## src/call_status_pkg.sv

```systemverilog
// Register selects, bit positions and reset values of the call status group
package call_status_pkg;
  localparam int unsigned REG_W = 16;
  // Register selects for the command port
  localparam logic [2:0] SEL_LIVE = 3'h0;
  localparam logic [2:0] SEL_RISE = 3'h1;
  localparam logic [2:0] SEL_FALL = 3'h2;
  localparam logic [2:0] SEL_EVENTS = 3'h3;
  localparam logic [2:0] SEL_MASK = 3'h4;
  // Condition bit positions
  localparam int unsigned BIT_ACTIVE = 0;
  localparam int unsigned BIT_REGISTER = 1;
  localparam int unsigned BIT_AUTH = 2;
  localparam int unsigned BIT_PAGE = 3;
  localparam int unsigned BIT_ACCESS = 4;
  localparam int unsigned BIT_CONNECT = 5;
  localparam int unsigned BIT_RINGING = 6;
  localparam int unsigned USED_BITS = 7;
  // Values after reset
  localparam logic [15:0] RESET_RISE = 16'h7fff;
  localparam logic [15:0] RESET_FALL = 16'h0000;
  localparam logic [15:0] RESET_EVENTS = 16'h0000;
  localparam logic [15:0] RESET_MASK = 16'h0000;
  localparam logic [15:0] RESET_LIVE = 16'h0000;
endpackage

```

## src/call_handling_status_node.sv

```systemverilog
// Call-processing status register group: condition, filters, events, mask
`timescale 1ns/1ps
module call_handling_status_node
  import call_status_pkg::*;
#(
  parameter int unsigned WIDTH = REG_W
)
(
  // Clock and reset
  input wire logic sys_clk,
  input wire logic srst,
  // Call-processing indications
  input wire logic active_on,
  input wire logic registering_on,
  input wire logic authenticating,
  input wire logic paging_on,
  input wire logic access_on,
  input wire logic connected_on,
  input wire logic base_call_past_access,
  input wire logic mobile_answered,
  // Command port from the remote command parser
  input wire logic cmd_write,
  input wire logic cmd_query,
  input wire logic [2:0] cmd_sel,
  input wire logic [WIDTH-1:0] cmd_wdata,
  input wire logic clear_status,
  // Answers and summary
  output logic [WIDTH-1:0] query_data,
  output logic query_valid,
  output logic group_summary_flag
);
  logic ringing;
  logic [WIDTH-1:0] call_state_live;
  logic [WIDTH-1:0] rising_edge_filter;
  logic [WIDTH-1:0] falling_edge_filter;
  logic [WIDTH-1:0] latched_call_events;
  logic [WIDTH-1:0] summary_mask;
  logic [WIDTH-1:0] next_live;
  logic [WIDTH-1:0] rise_hits;
  logic [WIDTH-1:0] fall_hits;
  logic [WIDTH-1:0] next_events;
  logic [WIDTH-1:0] read_mux;
  logic event_query;
  logic wr_rise;
  logic wr_fall;
  logic wr_mask;
  logic [WIDTH-1:0] next_mask;

  // Ringing: set wins if both arrive, since a new attempt outranks an answer
  always_ff @(posedge sys_clk)
  begin
    if (srst)
      ringing <= 1'b0;
    else if (base_call_past_access)
      ringing <= 1'b1;
    else if (mobile_answered)
      ringing <= 1'b0;
  end

  always_comb
  begin
    next_live = '0;
    next_live[BIT_ACTIVE] = active_on;
    next_live[BIT_REGISTER] = registering_on;
    next_live[BIT_AUTH] = authenticating;
    next_live[BIT_PAGE] = paging_on;
    next_live[BIT_ACCESS] = access_on;
    next_live[BIT_CONNECT] = connected_on;
    next_live[BIT_RINGING] = ringing;
  end

  assign event_query = cmd_query && (cmd_sel == SEL_EVENTS);
  assign wr_rise = cmd_write && (cmd_sel == SEL_RISE);
  assign wr_fall = cmd_write && (cmd_sel == SEL_FALL);
  assign wr_mask = cmd_write && (cmd_sel == SEL_MASK);
  // Flag looks ahead at the mask so a mask write never leaves it a cycle stale
  assign next_mask = wr_mask ? cmd_wdata : summary_mask;

  // Edge detection against the previous live snapshot
  assign rise_hits = next_live & ~call_state_live & rising_edge_filter;
  assign fall_hits = ~next_live & call_state_live
                     & falling_edge_filter;
  // New edges in the clearing cycle survive the clear
  assign next_events = ((event_query || clear_status) ? '0
                        : latched_call_events) | rise_hits | fall_hits;

  // Decoding the read select
  always_comb
  begin
    if (cmd_sel == SEL_LIVE)
      read_mux = call_state_live;
    else if (cmd_sel == SEL_RISE)
      read_mux = rising_edge_filter;
    else if (cmd_sel == SEL_FALL)
      read_mux = falling_edge_filter;
    else if (cmd_sel == SEL_EVENTS)
      read_mux = latched_call_events;
    else if (cmd_sel == SEL_MASK)
      read_mux = summary_mask;
    else
      read_mux = '0;
  end

  always_ff @(posedge sys_clk)
  begin
    if (srst)
    begin
      call_state_live <= RESET_LIVE;
      latched_call_events <= RESET_EVENTS;
    end
    else
    begin
      call_state_live <= next_live;
      latched_call_events <= next_events;
    end
  end

  always_ff @(posedge sys_clk)
  begin
    if (srst)
    begin
      rising_edge_filter <= RESET_RISE;
      falling_edge_filter <= RESET_FALL;
      summary_mask <= RESET_MASK;
    end
    else
    begin
      if (wr_rise)
        rising_edge_filter <= cmd_wdata;
      if (wr_fall)
        falling_edge_filter <= cmd_wdata;
      if (wr_mask)
        summary_mask <= cmd_wdata;
    end
  end

  always_ff @(posedge sys_clk)
  begin
    if (srst)
    begin
      query_data <= '0;
      query_valid <= 1'b0;
      group_summary_flag <= 1'b0;
    end
    else
    begin
      query_valid <= cmd_query;
      if (cmd_query)
        query_data <= read_mux;
      group_summary_flag <= |(next_events & next_mask);
    end
  end

  chk_live_top_zero: assert property (
    @(posedge sys_clk) disable iff (srst)
    call_state_live[WIDTH-1:USED_BITS] == '0)
    else $error("unused condition bits not zero");
  chk_unused_bits: assert property (
    @(posedge sys_clk) disable iff (srst)
    latched_call_events[WIDTH-1:USED_BITS] == '0)
    else $error("unused event bits set");
  chk_ring_set: assert property (
    @(posedge sys_clk) disable iff (srst)
    base_call_past_access |=> ##1 call_state_live[BIT_RINGING])
    else $error("ringing bit not set");
  chk_ring_clear: assert property (
    @(posedge sys_clk) disable iff (srst)
    mobile_answered && !base_call_past_access
      |=> ##1 !call_state_live[BIT_RINGING])
    else $error("ringing bit not cleared");
  chk_connect_follow: assert property (
    @(posedge sys_clk) disable iff (srst)
    ##1 call_state_live[BIT_CONNECT] == $past(connected_on))
    else $error("connect bit does not follow");
  chk_access_follow: assert property (
    @(posedge sys_clk) disable iff (srst)
    ##1 call_state_live[BIT_ACCESS] == $past(access_on))
    else $error("access bit does not follow");
  chk_page_follow: assert property (
    @(posedge sys_clk) disable iff (srst)
    ##1 call_state_live[BIT_PAGE] == $past(paging_on))
    else $error("page bit does not follow");
  chk_auth_follow: assert property (
    @(posedge sys_clk) disable iff (srst)
    authenticating |=> call_state_live[BIT_AUTH])
    else $error("auth bit not high");
  chk_reg_follow: assert property (
    @(posedge sys_clk) disable iff (srst)
    ##1 call_state_live[BIT_REGISTER] == $past(registering_on))
    else $error("register bit does not follow");
  chk_active_follow: assert property (
    @(posedge sys_clk) disable iff (srst)
    ##1 call_state_live[BIT_ACTIVE] == $past(active_on))
    else $error("active bit does not follow");
  chk_event_clear: assert property (
    @(posedge sys_clk) disable iff (srst)
    (event_query || clear_status) && rise_hits == '0 && fall_hits == '0
      |=> latched_call_events == '0)
    else $error("events not cleared");
  chk_filter_store: assert property (
    @(posedge sys_clk) disable iff (srst)
    wr_rise |=> rising_edge_filter == $past(cmd_wdata))
    else $error("rise filter not stored");
  chk_fall_store: assert property (
    @(posedge sys_clk) disable iff (srst)
    wr_fall |=> falling_edge_filter == $past(cmd_wdata))
    else $error("fall filter not stored");
  chk_mask_store: assert property (
    @(posedge sys_clk) disable iff (srst)
    wr_mask |=> summary_mask == $past(cmd_wdata))
    else $error("mask not stored");
  chk_mask_answer: assert property (
    @(posedge sys_clk) disable iff (srst)
    cmd_query && cmd_sel == SEL_MASK
      |=> query_valid && query_data == $past(summary_mask))
    else $error("mask readback wrong");
  chk_edge_latch: assert property (
    @(posedge sys_clk) disable iff (srst)
    (rise_hits | fall_hits) != '0
      |=> (latched_call_events & $past(rise_hits | fall_hits))
          == $past(rise_hits | fall_hits))
    else $error("edge not latched");
  chk_summary_flag: assert property (
    @(posedge sys_clk) disable iff (srst)
    ##1 group_summary_flag == |(latched_call_events & summary_mask))
    else $error("summary flag wrong");
endmodule

```

## config.mk

```make
export PLATFORM = sky130hd
export DESIGN_NAME = call_handling_status_node
export DESIGN_NICKNAME = d
export VERILOG_FILES = /design/src/call_status_pkg.sv /design/src/call_handling_status_node.sv
export SDC_FILE = /design/constraint.sdc
export NUM_CORES = 1
export LEC_CHECK = 0
export BUFFER_PORTS_ARGS = -buffer_cell sky130_fd_sc_hd__buf_2
export CORE_MARGIN = 5
export CORE_UTILIZATION = 30
export CTS_CLUSTER_SIZE = 28
export DETAILED_ROUTE_END_ITERATION = 16
export PLACE_DENSITY = 0.56
export SLEW_MARGIN = 15
export SYNTH_ARGS = -nofsm -noshare
export SYNTH_HDL_FRONTEND = slang
export SYNTH_SLANG_ARGS = --single-unit
```

## constraint.sdc

```tcl
create_clock -name sys_clk -period 2.1 [get_ports sys_clk]
set_input_delay 0.525 -clock sys_clk [delete_from_list [all_inputs] [get_ports sys_clk]]
set_output_delay 0.525 -clock sys_clk [all_outputs]
set_load 0.03 [all_outputs]
```

Word-level counts from Yosys, hierarchy flattened
Cells that the tools add are included.
Widths: inputs -> output; s select.

cells by class
  eq/ne operators = 4
  mux-type cells = 9
  bitwise gates (word level) = 9
  reductions and logical operators = 8

operator list
  kind                number
  $mux 16             7
  $and 16x16->16      4
  $or 16x16->16       2
  $and 7x16->16       1
  $not 16->16         1
  $not 7->16          1
  $reduce_or 16->1    1
  $eq 3x2->1 const B  2
  $logic_and 1x1->1   4
  $eq 3x1->1 const B  1
  $eq 3x3->1 const B  1
  $logic_not 3->1     1
  $mux 1              2
  $reduce_bool 2->1   1
  $logic_or 1x1->1    1

storage, ports and cells
  register bits = 99
  input bits = 32
  output and inout bits = 18
  word-level logic and storage cells = 40

Logic depth before layout (Yosys ltp)
Gate-level depths: netlist of run 1.

  depth after elaboration = 8
  mapped depth = 9
  gate-level depth less buffers = 6

Worst setup path after synthesis of run 1
No wires, ideal clock.

  kind = in2reg
  start = in cmd_sel[0]
  end = reg group_summary_flag
  library setup time = 0.127 ns
  arrival time = 1.958 ns
  data required time = 1.973 ns
  path slack = 0.014 ns
  stages on the path = 9
  buffers on the path = 3
  cells stage by stage = buf_4 -> nor4bb_4 -> buf_6 -> buf_12 -> mux2i_2 -> a2bb2oi_2 -> o221ai_2 -> o31ai_2 -> o21ai_1

on the way
  cells in the longest elaborated chain, start to end = 8
  elaborated cells between the ends (all ways) = 11
  classes of those cells = eq/ne (2); mux (2); bitwise (3); reduce/logical (4)

ends and longest elaborated chain
  element                     RTL line                          source
  start, declared             call_handling_status_node.sv:24   input wire logic [2:0] cmd_sel,
  $eq 3x2->1                  call_handling_status_node.sv:72   assign event_query = cmd_query && (cmd_sel == SEL_EVENTS);
  $logic_and 1x1->1           call_handling_status_node.sv:72
  $logic_or 1x1->1            call_handling_status_node.sv:84   assign next_events = ((event_query || clear_status) ? '0
  $mux 16                     call_handling_status_node.sv:84
  $or 16x16->16 (2 in a row)  call_handling_status_node.sv:85   : latched_call_events) | rise_hits | fall_hits;
  $and 16x16->16 (*)          call_handling_status_node.sv:150  group_summary_flag <= |(next_events & next_mask);
  $reduce_or 16->1 (*)        call_handling_status_node.sv:150
  end signal, assigned        call_handling_status_node.sv:150
  end, declared               call_handling_status_node.sv:30   output logic group_summary_flag

Every way passes the cells marked *; elsewhere a longest branch is shown, timed or not.
A chain may end at the register's enable or synchronous reset.

Final worst setup path of run 1
  start = in cmd_sel[1]
  end = reg group_summary_flag

Same word-level chain as after synthesis.

==> results of run 1 <==
-- tightest hold or removal path: cells and delay by family --
kind	cells	cell delay (ns)
buffers and inverters	1	0.08
AO/OA/AOI/OAI	1	0.03
AND/OR/NAND/NOR	1	0.06
-- logic make-up (layout without fill, tap and decap cells) --
kind of cell / Yosys count / in the layout
compound gates: 90 / 90
buf+inv: 36 / 105
flops: 90 / 90
mux: 40 / 40
simple gates: 172 / 172
-- cell usage after synthesis (all sizes together), types with 9 or more instances --
master / instances / area (um2)
and2: 9 / 56.3
o221ai: 13 / 120
mux2i: 32 / 324
a22oi: 15 / 113
nor2: 40 / 153
buf: 11 / 83.8
dfxtp: 90 / 1800
a21oi: 29 / 145
clkbuf: 17 / 63.8
nand2: 77 / 289
nand3b: 20 / 150
nor2b: 14 / 90.1
o21ai: 18 / 90.1
-- metrics by stage --
step	util, %	instance area [um2]	hold slack, ns
2_1_floorplan	-	3830	0.436
3_3_place_gp	34.9	4380	0.443
3_5_place_dp	34.9	4380	0.446
4_1_cts	37.3	4690	0.385
5_1_grt	37.3	4690	0.387
6_report	37.3	4690	0.393
-- power by group --
part           switching, mW  leakage [nW]  total, mW  internal [mW]
Sequential            0.0351         0.735       1.80           1.77
Clock                  0.667         0.141       1.62          0.954
Combinational          0.247          1.01      0.410          0.162
Total                  0.949          1.88       3.83           2.88
-- registers in the layout (all words and copies together), names as in the netlist --
| register | count |
|---|---|
| query_valid | 1 |
| ringing | 1 |
| group_summary_flag | 1 |
| summary_mask | 16 |
| latched_call_events | 16 |
| falling_edge_filter | 16 |
| rising_edge_filter | 16 |
| call_state_live | 7 |
| query_data | 16 |
-- worst max path at each step --
stage | from | endpoint | cells past startpoint
floorplan | cmd_sel[0] | group_summary_flag | 9
global placement | cmd_sel[1] | group_summary_flag | 8
detailed placement | cmd_sel[1] | group_summary_flag | 8
CTS | cmd_sel[1] | group_summary_flag | 8
global route | cmd_sel[1] | group_summary_flag | 8
finish | cmd_sel[1] | group_summary_flag | 8
-- cell type report --
type	instances	area, um2
Timing Repair Buffer	81	485
Clock buffer	10	239
Fill cell	1297	7880
Inverter	8	30.0
Clock inverter	6	66.3
Sequential cell	90	1800
Multi-Input combinational cell	302	1850
Tap cell	172	215
-- layer usage --
metal  share of wire [%]  vias to the layer above  global-route usage, %
met3                 5.0                        6                   4.48
li1                    -                     1618                      -
met1                  46                     1581                   18.9
met5                   0                        -                      0
met2                  48                       76                   25.7
met4                0.84                        0                   3.04
==> metrics.md, run 1 <==
| Metric | Value |
|---|---|
| Root buffer cell | clkbuf_16 |
| Clk_lat worst skew | 0.34 ns |
| Post-synthesis cell area | 3830 um2 |
| EDFF count, synth | 0 |
| Final Setup Violations | 0 |
| Achievable Freq | 517 MHz |
| Die area | 15100 um2 |
| CP peak stage delay | 0.40 ns |
| Most frequent cells in the layout | dfxtp_1, nand2_1, buf_2 |
| Final min period | 1.93 ns |
| Status | completed |
| Total setup buffers inserted after CTS | 0 |
| Critical Path AT | 2.14 ns |
| Maximum vdd ir drop | 0.718 mV |
| Synth Warn # | 0 |
| Asr flop ratio synth | 0% |
| Power consumption | 3.83 mW |
| Antenna Cells | 0 |
| CP Launch Type | input pin |
| R2R Setup Slk | 0.75 ns |
| Synthesized flop and latch total | 90 |
| Syn nets | 460 |
| Area share of fa/ha/maj cells after synthesis | 0% |
| Crit-path cells | buf_2 > nor4bb_4 > buf_4 > mux2i_1 > nand2b_1 > o2111ai_1 > o31ai_2 > o21ai_1 |
| RSZ-0062 raised after global routing | no |
| RR Startpoint | call_state_live[1] |
| Vias in the first global route | 3365 |
| Number of buffers created by CTS | 9 |
| Slew @ Worst Pin | roughly 0.56 ns |
| Largest net degree at the start of global routing | 54 |
| Critical Path Fanout Max | 6 |
| Synth Area in XOR/XNOR | 0% |
| Gr usage total | ~15% |
| Maximum buffer depth of the clock tree | 2 |
| Final hold vios | 0 |
| Average size of a mapped cell | 8.95 um2 |
| Final wirelength | around 11000 um |
| Buffers & Inverters on Critical Path | 2 |
| CP delay by family, top | simple AND/OR/NAND/NOR gates |
| Pre-CTS WS | -0.216 ns |
| Largest family of logic cells by synthesized area | simple AND/OR/NAND/NOR gates |
| First-pass GRT wire length | 17600 um |
| Average wire per standard cell | ~16 um |
| Share of layout cells above drive strength 1 | 22.9% |
| CP required | 2.31 ns |
| CTS sink count | 90 |
| Fin crit share | between 90% and 100% |
| Vias | 3281 |
| Final Net Count | 524 |
| Hold Path Sink | ringing |
| Synth cell types | 38 |
| Die Y | 123 um |
| Worst r2r dst | group_summary_flag |
| Max-cap violations | 0 |
| FF-to-FF path depth | 6 |
| Static leakage | 1.88 nW |
| Max Clock Skew | ~0.0065 ns |
| Commonest non-fill, non-tap cell in the layout | dfxtp_1 |
| Die Wd | 123 um |
| Initial Utilization | just over 30% |
| Synth Instances | between 400 and 500 |
| Setup_tns | 0 ns |
| Setup crit end kind | flop |
| Min-delay src | base_call_past_access |
| Main flop type after synthesis | dfxtp_1 |
| Ports | 50 |
| Port Buf Inserts | 49 |
| Row count | 41 |
| CTS tree | built |
| Congestion Overflow GR | 0 |
| Reg clk slew, reported paths | 0.06 ns |
| Mux share of post-synthesis cell area | 10.8% |
| Antenna-violating nets left | 0 |
| Vias per inst | about 5 |
| Placed Cells | between 600 and 700 |
| DRT iter0 DRCs | between 200 and 300 |
| Gpl congestion | 0.881 |
| Setup Crit Path Kind | input pin to flop |
| Non-Filler Instances | roughly 670 |
| HPWL after detailed placement | 7520 um |
| First-pass DRT Iterations | 4 |
| Worst hold-check path type | input pin to flop |
| Antenna violations before repair | 0 |
| P&R area growth vs syn | 22.4% |
| Number of remaining DRC errors | 0 |
| H-Tree Depth | 3 |
| Slew margin rel. | 63.0% |
| Synth Area in Simple Gates | 21.8% |
| Hold_buf cts | 0 |
| Final worst setup slack | 0.167 ns |
| CORE AREA | approximately 13000 um2 |
| Sequential share of the synthesized area | 47.0% |
| Complex-gate fraction of the synthesized area | 15.7% |
| Fin. max-slew vios | 0 |
| P per Cell Area | 818 nW/um2 |
| Hold Path Cell Cnt | 3 |
| CTS-repair resized insts | 0 |
| Slowest stage cell, crit path | nor4bb_4 |
Note: power is estimated with default switching activity, not from simulation.
==> inputs of run 2 (changes only) <==
--- a/config.mk
+++ b/config.mk
@@ -5,12 +5,13 @@
 export SDC_FILE = /design/constraint.sdc
 export NUM_CORES = 1
 export LEC_CHECK = 0
+export ABC_AREA = 1
 export BUFFER_PORTS_ARGS = -buffer_cell sky130_fd_sc_hd__buf_2
 export CORE_MARGIN = 5
 export CORE_UTILIZATION = 30
 export CTS_CLUSTER_SIZE = 28
 export DETAILED_ROUTE_END_ITERATION = 16
-export PLACE_DENSITY = 0.56
+export PLACE_DENSITY = 0.55
 export SLEW_MARGIN = 15
 export SYNTH_ARGS = -nofsm -noshare
 export SYNTH_HDL_FRONTEND = slang
==> run 2 against run 1 <==
Compared with the run above:
- maximum frequency grew 15%
- highest routed layer unchanged
- register-to-register slack gained 0.06 ns
- via count grew 17%
- critical path depth is the same
- worst hold slack lost 0.015 ns
- die area grew 6.1%
- area after synthesis grew 6.6%
- cell count grew 20%
- global-route usage shrank 0.19 points
- critical path type unchanged
- sequential cell count is the same
- synthesized cell count grew 34%
==> metrics.md, run 2 <==
| Metric | Value |
|---|---|
| Final min period | roughly 1.7 ns |
| Max Clock Skew | 0.00875 ns |
| H-Tree Depth | 3 |
| Switching Power | 1.02 mW |
| Worst r2r dst | group_summary_flag |
| Post-Layout Inst Area | ~4900 um2 |
| Port Buf Inserts | 49 |
| Asr flop ratio synth | 0% |
| Gr usage total | 14.9% |
| Sequential share of the synthesized area | 44.1% |
| Placed Cells | around 790 |
| R2R Setup Slk | 0.81 ns |
| DP Area | 4550 um2 |
| Power consumption | about 4.0 mW |
| Gate power share | between 10% and 20% |
| Antenna violations before repair | 0 |
| Sw frac | 25.4% |
| Vias per inst | 4.75 |
| Worst hold-check path type | input pin to flop |
| Footprint of the multi-input gates | approximately 1900 um2 |
| P&R area growth vs syn | 19.5% |
| P per Cell Area | slightly above 800 nW/um2 |
| Area leader, netlist | dfxtp_1 |
| Flop pwr share | between 40% and 50% |
| Reg clk slew, reported paths | 0.06 ns |
| Synth cell count leaders | nand2_1, dfxtp_1, nor2_1 |
| Non-Filler Instances | 805 |
| Critical Path Fanout Max | 22 |
| Number of buffers created by CTS | 9 |
| Fin crit share | 80.0% |
| DRT iter0 DRCs | about 300 |
| Maximum buffer depth of the clock tree | 2 |
| Clk_lat worst skew | 0.35 ns |
| Hold_buf cts | 0 |
| Total setup buffers inserted after CTS | 0 |
| Slew @ Worst Pin | 0.675 ns |
| Maximum vdd ir drop | 0.447 mV |
| Die Y | 127 um |
| Setup Crit Path Kind | input pin to flop |
| Ports | 50 |
| RSZ-0062 raised after global routing | no |
| Top cell type's share of synthesized area | 44.1% |
| Main flop type after synthesis | dfxtp_1 |
| Final hold vios | 0 |
| Most common cell in the netlist | nand2_1 |
| Final Net Count | 656 |
| Most frequent cells in the layout | nand2_1, dfxtp_1, nor2_1 |
| Final Setup Violations | 0 |
| Average size of a mapped cell | between 7 and 8 um2 |
| Sequential cell area | 1800 um2 |
| First-pass DRT Iterations | 6 |
| Initial Utilization | 30.7% |
| Slew margin rel. | a little over half |
| Setup_tns | 0 ns |
| Synthesized flop and latch total | 90 |
| Share of layout cells above drive strength 1 | between 15 and 20% |
| Critical Path AT | 1.95 ns |
| EDFF count, synth | 0 |
| Row count | 42 |
| Status | completed |
| Average wire per standard cell | 14.4 um |
| Gpl congestion | 0.789 |
| Area contributors post-synth | dfxtp_1, nand2_1, nor2_1 |
| Worst Setup SP | cmd_sel[1] |
| Congestion Overflow GR | 0 |
| Worst hold slack | 0.378 ns |
| Synth Instances | 575 |
| Final wirelength | 11600 um |
| Setup crit end kind | flop |
| Static leakage | 2.31 nW |
| First-pass GRT wire length | 18700 um |
| Vias | roughly 3800 |
| Synth Warn # | 0 |
| Fin. max-slew vios | 0 |
| Synth cell types | 29 |
| Antenna Cells | 0 |
| CORE AREA | 13300 um2 |
| Pre-CTS WS | a little over 0.08 ns |
| Syn nets | 607 |
| Internal power | 2.99 mW |
| Antenna-violating nets left | 0 |
| Root buffer cell | clkbuf_16 |
| Worst Setup EP | falling_edge_filter[1] |
| Die Wd | 127 um |
| Largest net degree at the start of global routing | 59 |
| CTS sink count | 90 |
| Layout filler cell count | ~1400 |
| CP Launch Type | input pin |
| FF-to-FF path depth | 10 |
| Vias in the first global route | 3721 |
| Number of remaining DRC errors | 0 |
| Max-cap violations | 0 |
| Achievable Freq | 595 MHz |
| Final worst setup slack | 0.419 ns |
| CTS-repair resized insts | 0 |
| CP required | 2.37 ns |
| CTS tree | built |
| HPWL after detailed placement | 8040 um |
| RR Startpoint | falling_edge_filter[4] |
| Die area | 16000 um2 |
| Post-synthesis cell area | 4080 um2 |
| Clk network pwr share | about 44% |
| Commonest non-fill, non-tap cell in the layout | nand2_1 |
| Finished Core Util | 36.7% |
run 2: changes by cell type in the layout (fill, tap and decap cells not counted), moves of 20 or more:
cell / delta
nand3b_1: -20
nand3_1: +33
inv_1: +58
nor2_1: +36
mux2i_1: -31
nand2_1: +64
run 2: final cells by class:
class / count / area share [%]
Clock buffer: 10 / 4.90
Clock inverter: 6 / 1.85
Inverter: 72 / 5.54
Multi-Input combinational cell: 384 / 38.5
Sequential cell: 90 / 36.9
Tap cell: 176 / 4.51
Timing Repair Buffer: 67 / 7.80
run 2: power groups by stage:
stage | logic [mW] | clock network, mW | registers [mW]
3_3_place_gp | 0.433 | 0 | 1.85
3_5_place_dp | 0.438 | 0 | 1.85
4_1_cts | 0.440 | 1.82 | 1.81
2_1_floorplan | 0.252 | 0 | 1.88
5_1_grt | 0.486 | 1.90 | 1.82
6_report | 0.435 | 1.76 | 1.81
run 2: cells by family after synthesis:
family | count (synthesis) | synth area share [%]
AND/OR/NAND/NOR | 276 | 28.5
AO/OA/AOI/OAI | 108 | 17.5
buffers and inverters | 101 | 9.93
flip-flops | 90 | 44.1
run 2: worst min path at each step:
stage	end	slack, ns	startpoint	depth (start not counted)
floorplan	rising_edge_filter[10]	0.44	rising_edge_filter[10]	2
global placement	rising_edge_filter[10]	0.45	rising_edge_filter[10]	2
detailed placement	rising_edge_filter[7]	0.45	rising_edge_filter[7]	2
CTS	ringing	0.37	mobile_answered	2
global route	ringing	0.39	mobile_answered	2
finish	ringing	0.38	mobile_answered	2
run 2: layer usage:
metal  track usage, %  share of wire [%]
met3             4.20                5.7
met4             3.60               0.97
met2             25.5                 49
met5                0                  0
met1             18.4                 44
run 2: critical path: stages:
cell and delay (ns):
buf_2 0.18, inv_1 0.06, nor2_1 0.10, nand2_1 0.27, nor2_1 0.23, buf_4 0.29, o21ai_0 0.13, a21oi_1 0.17
==> inputs of run 3 (changes only) <==
==> constraint.sdc (replaced) <==
create_clock -name sys_clk -period 1.5 [get_ports sys_clk]
set_input_delay 0.375 -clock sys_clk [delete_from_list [all_inputs] [get_ports sys_clk]]
set_output_delay 0.375 -clock sys_clk [all_outputs]
set_load 0.03 [all_outputs]
==> run 3 against run 2 <==
Compared with the run above:
- sequential cell count is the same
- die area is the same
- non-clock buffer count grew 36
- clock power grew 41%
- sequential share of layout area shrank 2.7 points
- global-route usage shrank 0.16 points
- worst hold slack lost 0.16 ns
- count of clock-buffer cells in the layout grew 2
- largest power group unchanged
- first-iteration DRC count shrank 37%
- sequential power grew 40%
==> metrics.md, run 3 (synthesis gave the netlist of run 2 again) <==
| Metric | Value |
|---|---|
| Ports | 50 |
| Port Buf Inserts | 49 |
| Slew margin rel. | ~70% |
| Most used cell, CP | inv_2 |
| Max Clock Skew | just over 0.005 ns |
| CP required | 1.72 ns |
| Critical Path Fanout Max | 28 |
| First-pass GRT wire length | ~19000 um |
| CTS-repair resized insts | 0 |
| Vias in the first global route | 3867 |
| DRT iter0 DRCs | 187 |
| Congestion Overflow GR | 0 |
| Maximum buffer depth of the clock tree | 2 |
| Reg clk slew, reported paths | approximately 0.060 ns |
| Placed Cells | 825 |
| Hold_buf cts | 0 |
| Power consumption | ~5.7 mW |
| Share of layout cells above drive strength 1 | between 20% and 30% |
| Crit-path cells | buf_2 > buf_12 > inv_2 > nor3_4 > inv_2 > nor2_4 > inv_4 > nand2_1 > o211ai_2 |
| HPWL after detailed placement | 8410 um |
| RSZ-0062 raised after global routing | no |
| Row count | 42 |
| Final Net Count | 692 |
| Fin crit share | 88.3% |
| Worst hold-check path type | input pin to flop |
| Setup_tns | 0 ns |
| Status | completed |
| First-pass DRT Iterations | 5 |
| Slew @ Worst Pin | 0.433 ns |
| Finished Core Util | 39.6% |
| Most frequent cells in the layout | nand2_1, dfxtp_1, nor2_1 |
| Antenna Cells | 0 |
| P&R area growth vs syn | 28.9% |
| Setup crit end kind | flop |
| Vias | 3992 |
| Clk_lat worst skew | 0.34 ns |
| P per Cell Area | between 1000 and 1500 nW/um2 |
| Layout filler cell count | 1404 |
| CTS sink count | 90 |
| Die Wd | 127 um |
| Critical Path AT | 1.54 ns |
| Setup Crit Path Kind | input pin to flop |
| Final hold vios | 0 |
| Footprint of the multi-input gates | about 1900 um2 |
| Max-cap violations | 0 |
| Sequential cell area | between 1500 and 2000 um2 |
| CP Launch Type | input pin |
| Antenna violations before repair | 0 |
| Average wire per standard cell | 13.7 um |
| Non-Filler Instances | 841 |
| Root buffer cell | clkbuf_16 |
| CORE AREA | 13300 um2 |
| Final min period | 1.32 ns |
| Achievable Freq | between 700 and 800 MHz |
| Number of buffers created by CTS | 9 |
| Commonest non-fill, non-tap cell in the layout | nand2_1 |
| Maximum vdd ir drop | 0.633 mV |
| Number of remaining DRC errors | 0 |
| Vias per inst | 4.75 |
| H-Tree Depth | 3 |
| Die area | 16000 um2 |
| Die Y | approximately 130 um |
| Total setup buffers inserted after CTS | 0 |
| Gr usage total | 14.7% |
| Gpl congestion | ~0.85 |
| Initial Utilization | 30.7% |
| Largest net degree at the start of global routing | approximately 50 |
| Final wirelength | 11500 um |
| Slowest stage cell, crit path | nor3_4 |
| Final Setup Violations | 0 |
| CTS tree | built |
| Static leakage | 2.51 nW |
| CP peak stage delay | 0.25 ns |
| Fin. max-slew vios | 0 |
| Antenna-violating nets left | 0 |
==> run 3: cell types whose count changed in the layout (fill, tap and decap cells not counted), sizes merged <==
| cell | before | now |
|---|---|---|
| buf | 67 | 103 |
| clkbuf | 10 | 12 |
| clkinvlp | 1 | 0 |
| clkinv | 5 | 4 |
==> run 3: metrics by stage <==
step | worst slack, ns | hold slack [ns] | instance area [um2]
6_report | 0.176 | 0.219 | 5260
2_1_floorplan | -0.0582 | 0.439 | 4160
4_1_cts | 0.180 | 0.214 | 5260
3_3_place_gp | -0.171 | 0.453 | 4930
5_1_grt | 0.0184 | 0.223 | 5260
3_5_place_dp | -0.192 | 0.457 | 4930
==> run 3: final cells by class <==
cell class / count / share of cell area, %
inverter: 72 / 5.18
clock buffer: 12 / 4.87
multi-input combinational: 384 / 36.3
clock inverter: 4 / 1.40
timing repair buffer: 103 / 13.8
tap: 176 / 4.18
sequential: 90 / 34.2
==> run 3: power by group <==
group	internal [mW]	switching [mW]
Clock	1.55	0.932
Combinational	0.261	0.424
Sequential	2.48	0.0520
==> run 3: path summary, 6_finish.rpt <==
kind | start | endpoint | slack, ns | depth (start not counted)
setup / recovery | cmd_sel[0] | rising_edge_filter[3] | 0.18 | 9
hold / removal | mobile_answered | ringing | 0.22 | 2
setup reg to reg | call_state_live[2] | group_summary_flag | 0.27 | 10
hold reg to reg | query_data[11] | query_data[11] | 0.46 | 2
==> run 3: metal layers <==
layer | global-route usage, % | share of wire [%] | vias to the layer above
li1 | - | - | 2037
met1 | 17.7 | 44 | 1842
met2 | 25.2 | 48 | 97
met3 | 4.16 | 6.1 | 16
met4 | 4.86 | 1.7 | 0
met5 | 0 | 0 | -
==> run 3: worst max-delay path: cells and delay by family <==
kind | cells | cell delay, ns
buffers and inverters | 5 | 0.55
and+or+nand+nor | 3 | 0.52
AOI/OAI and AO/OA | 1 | 0.08
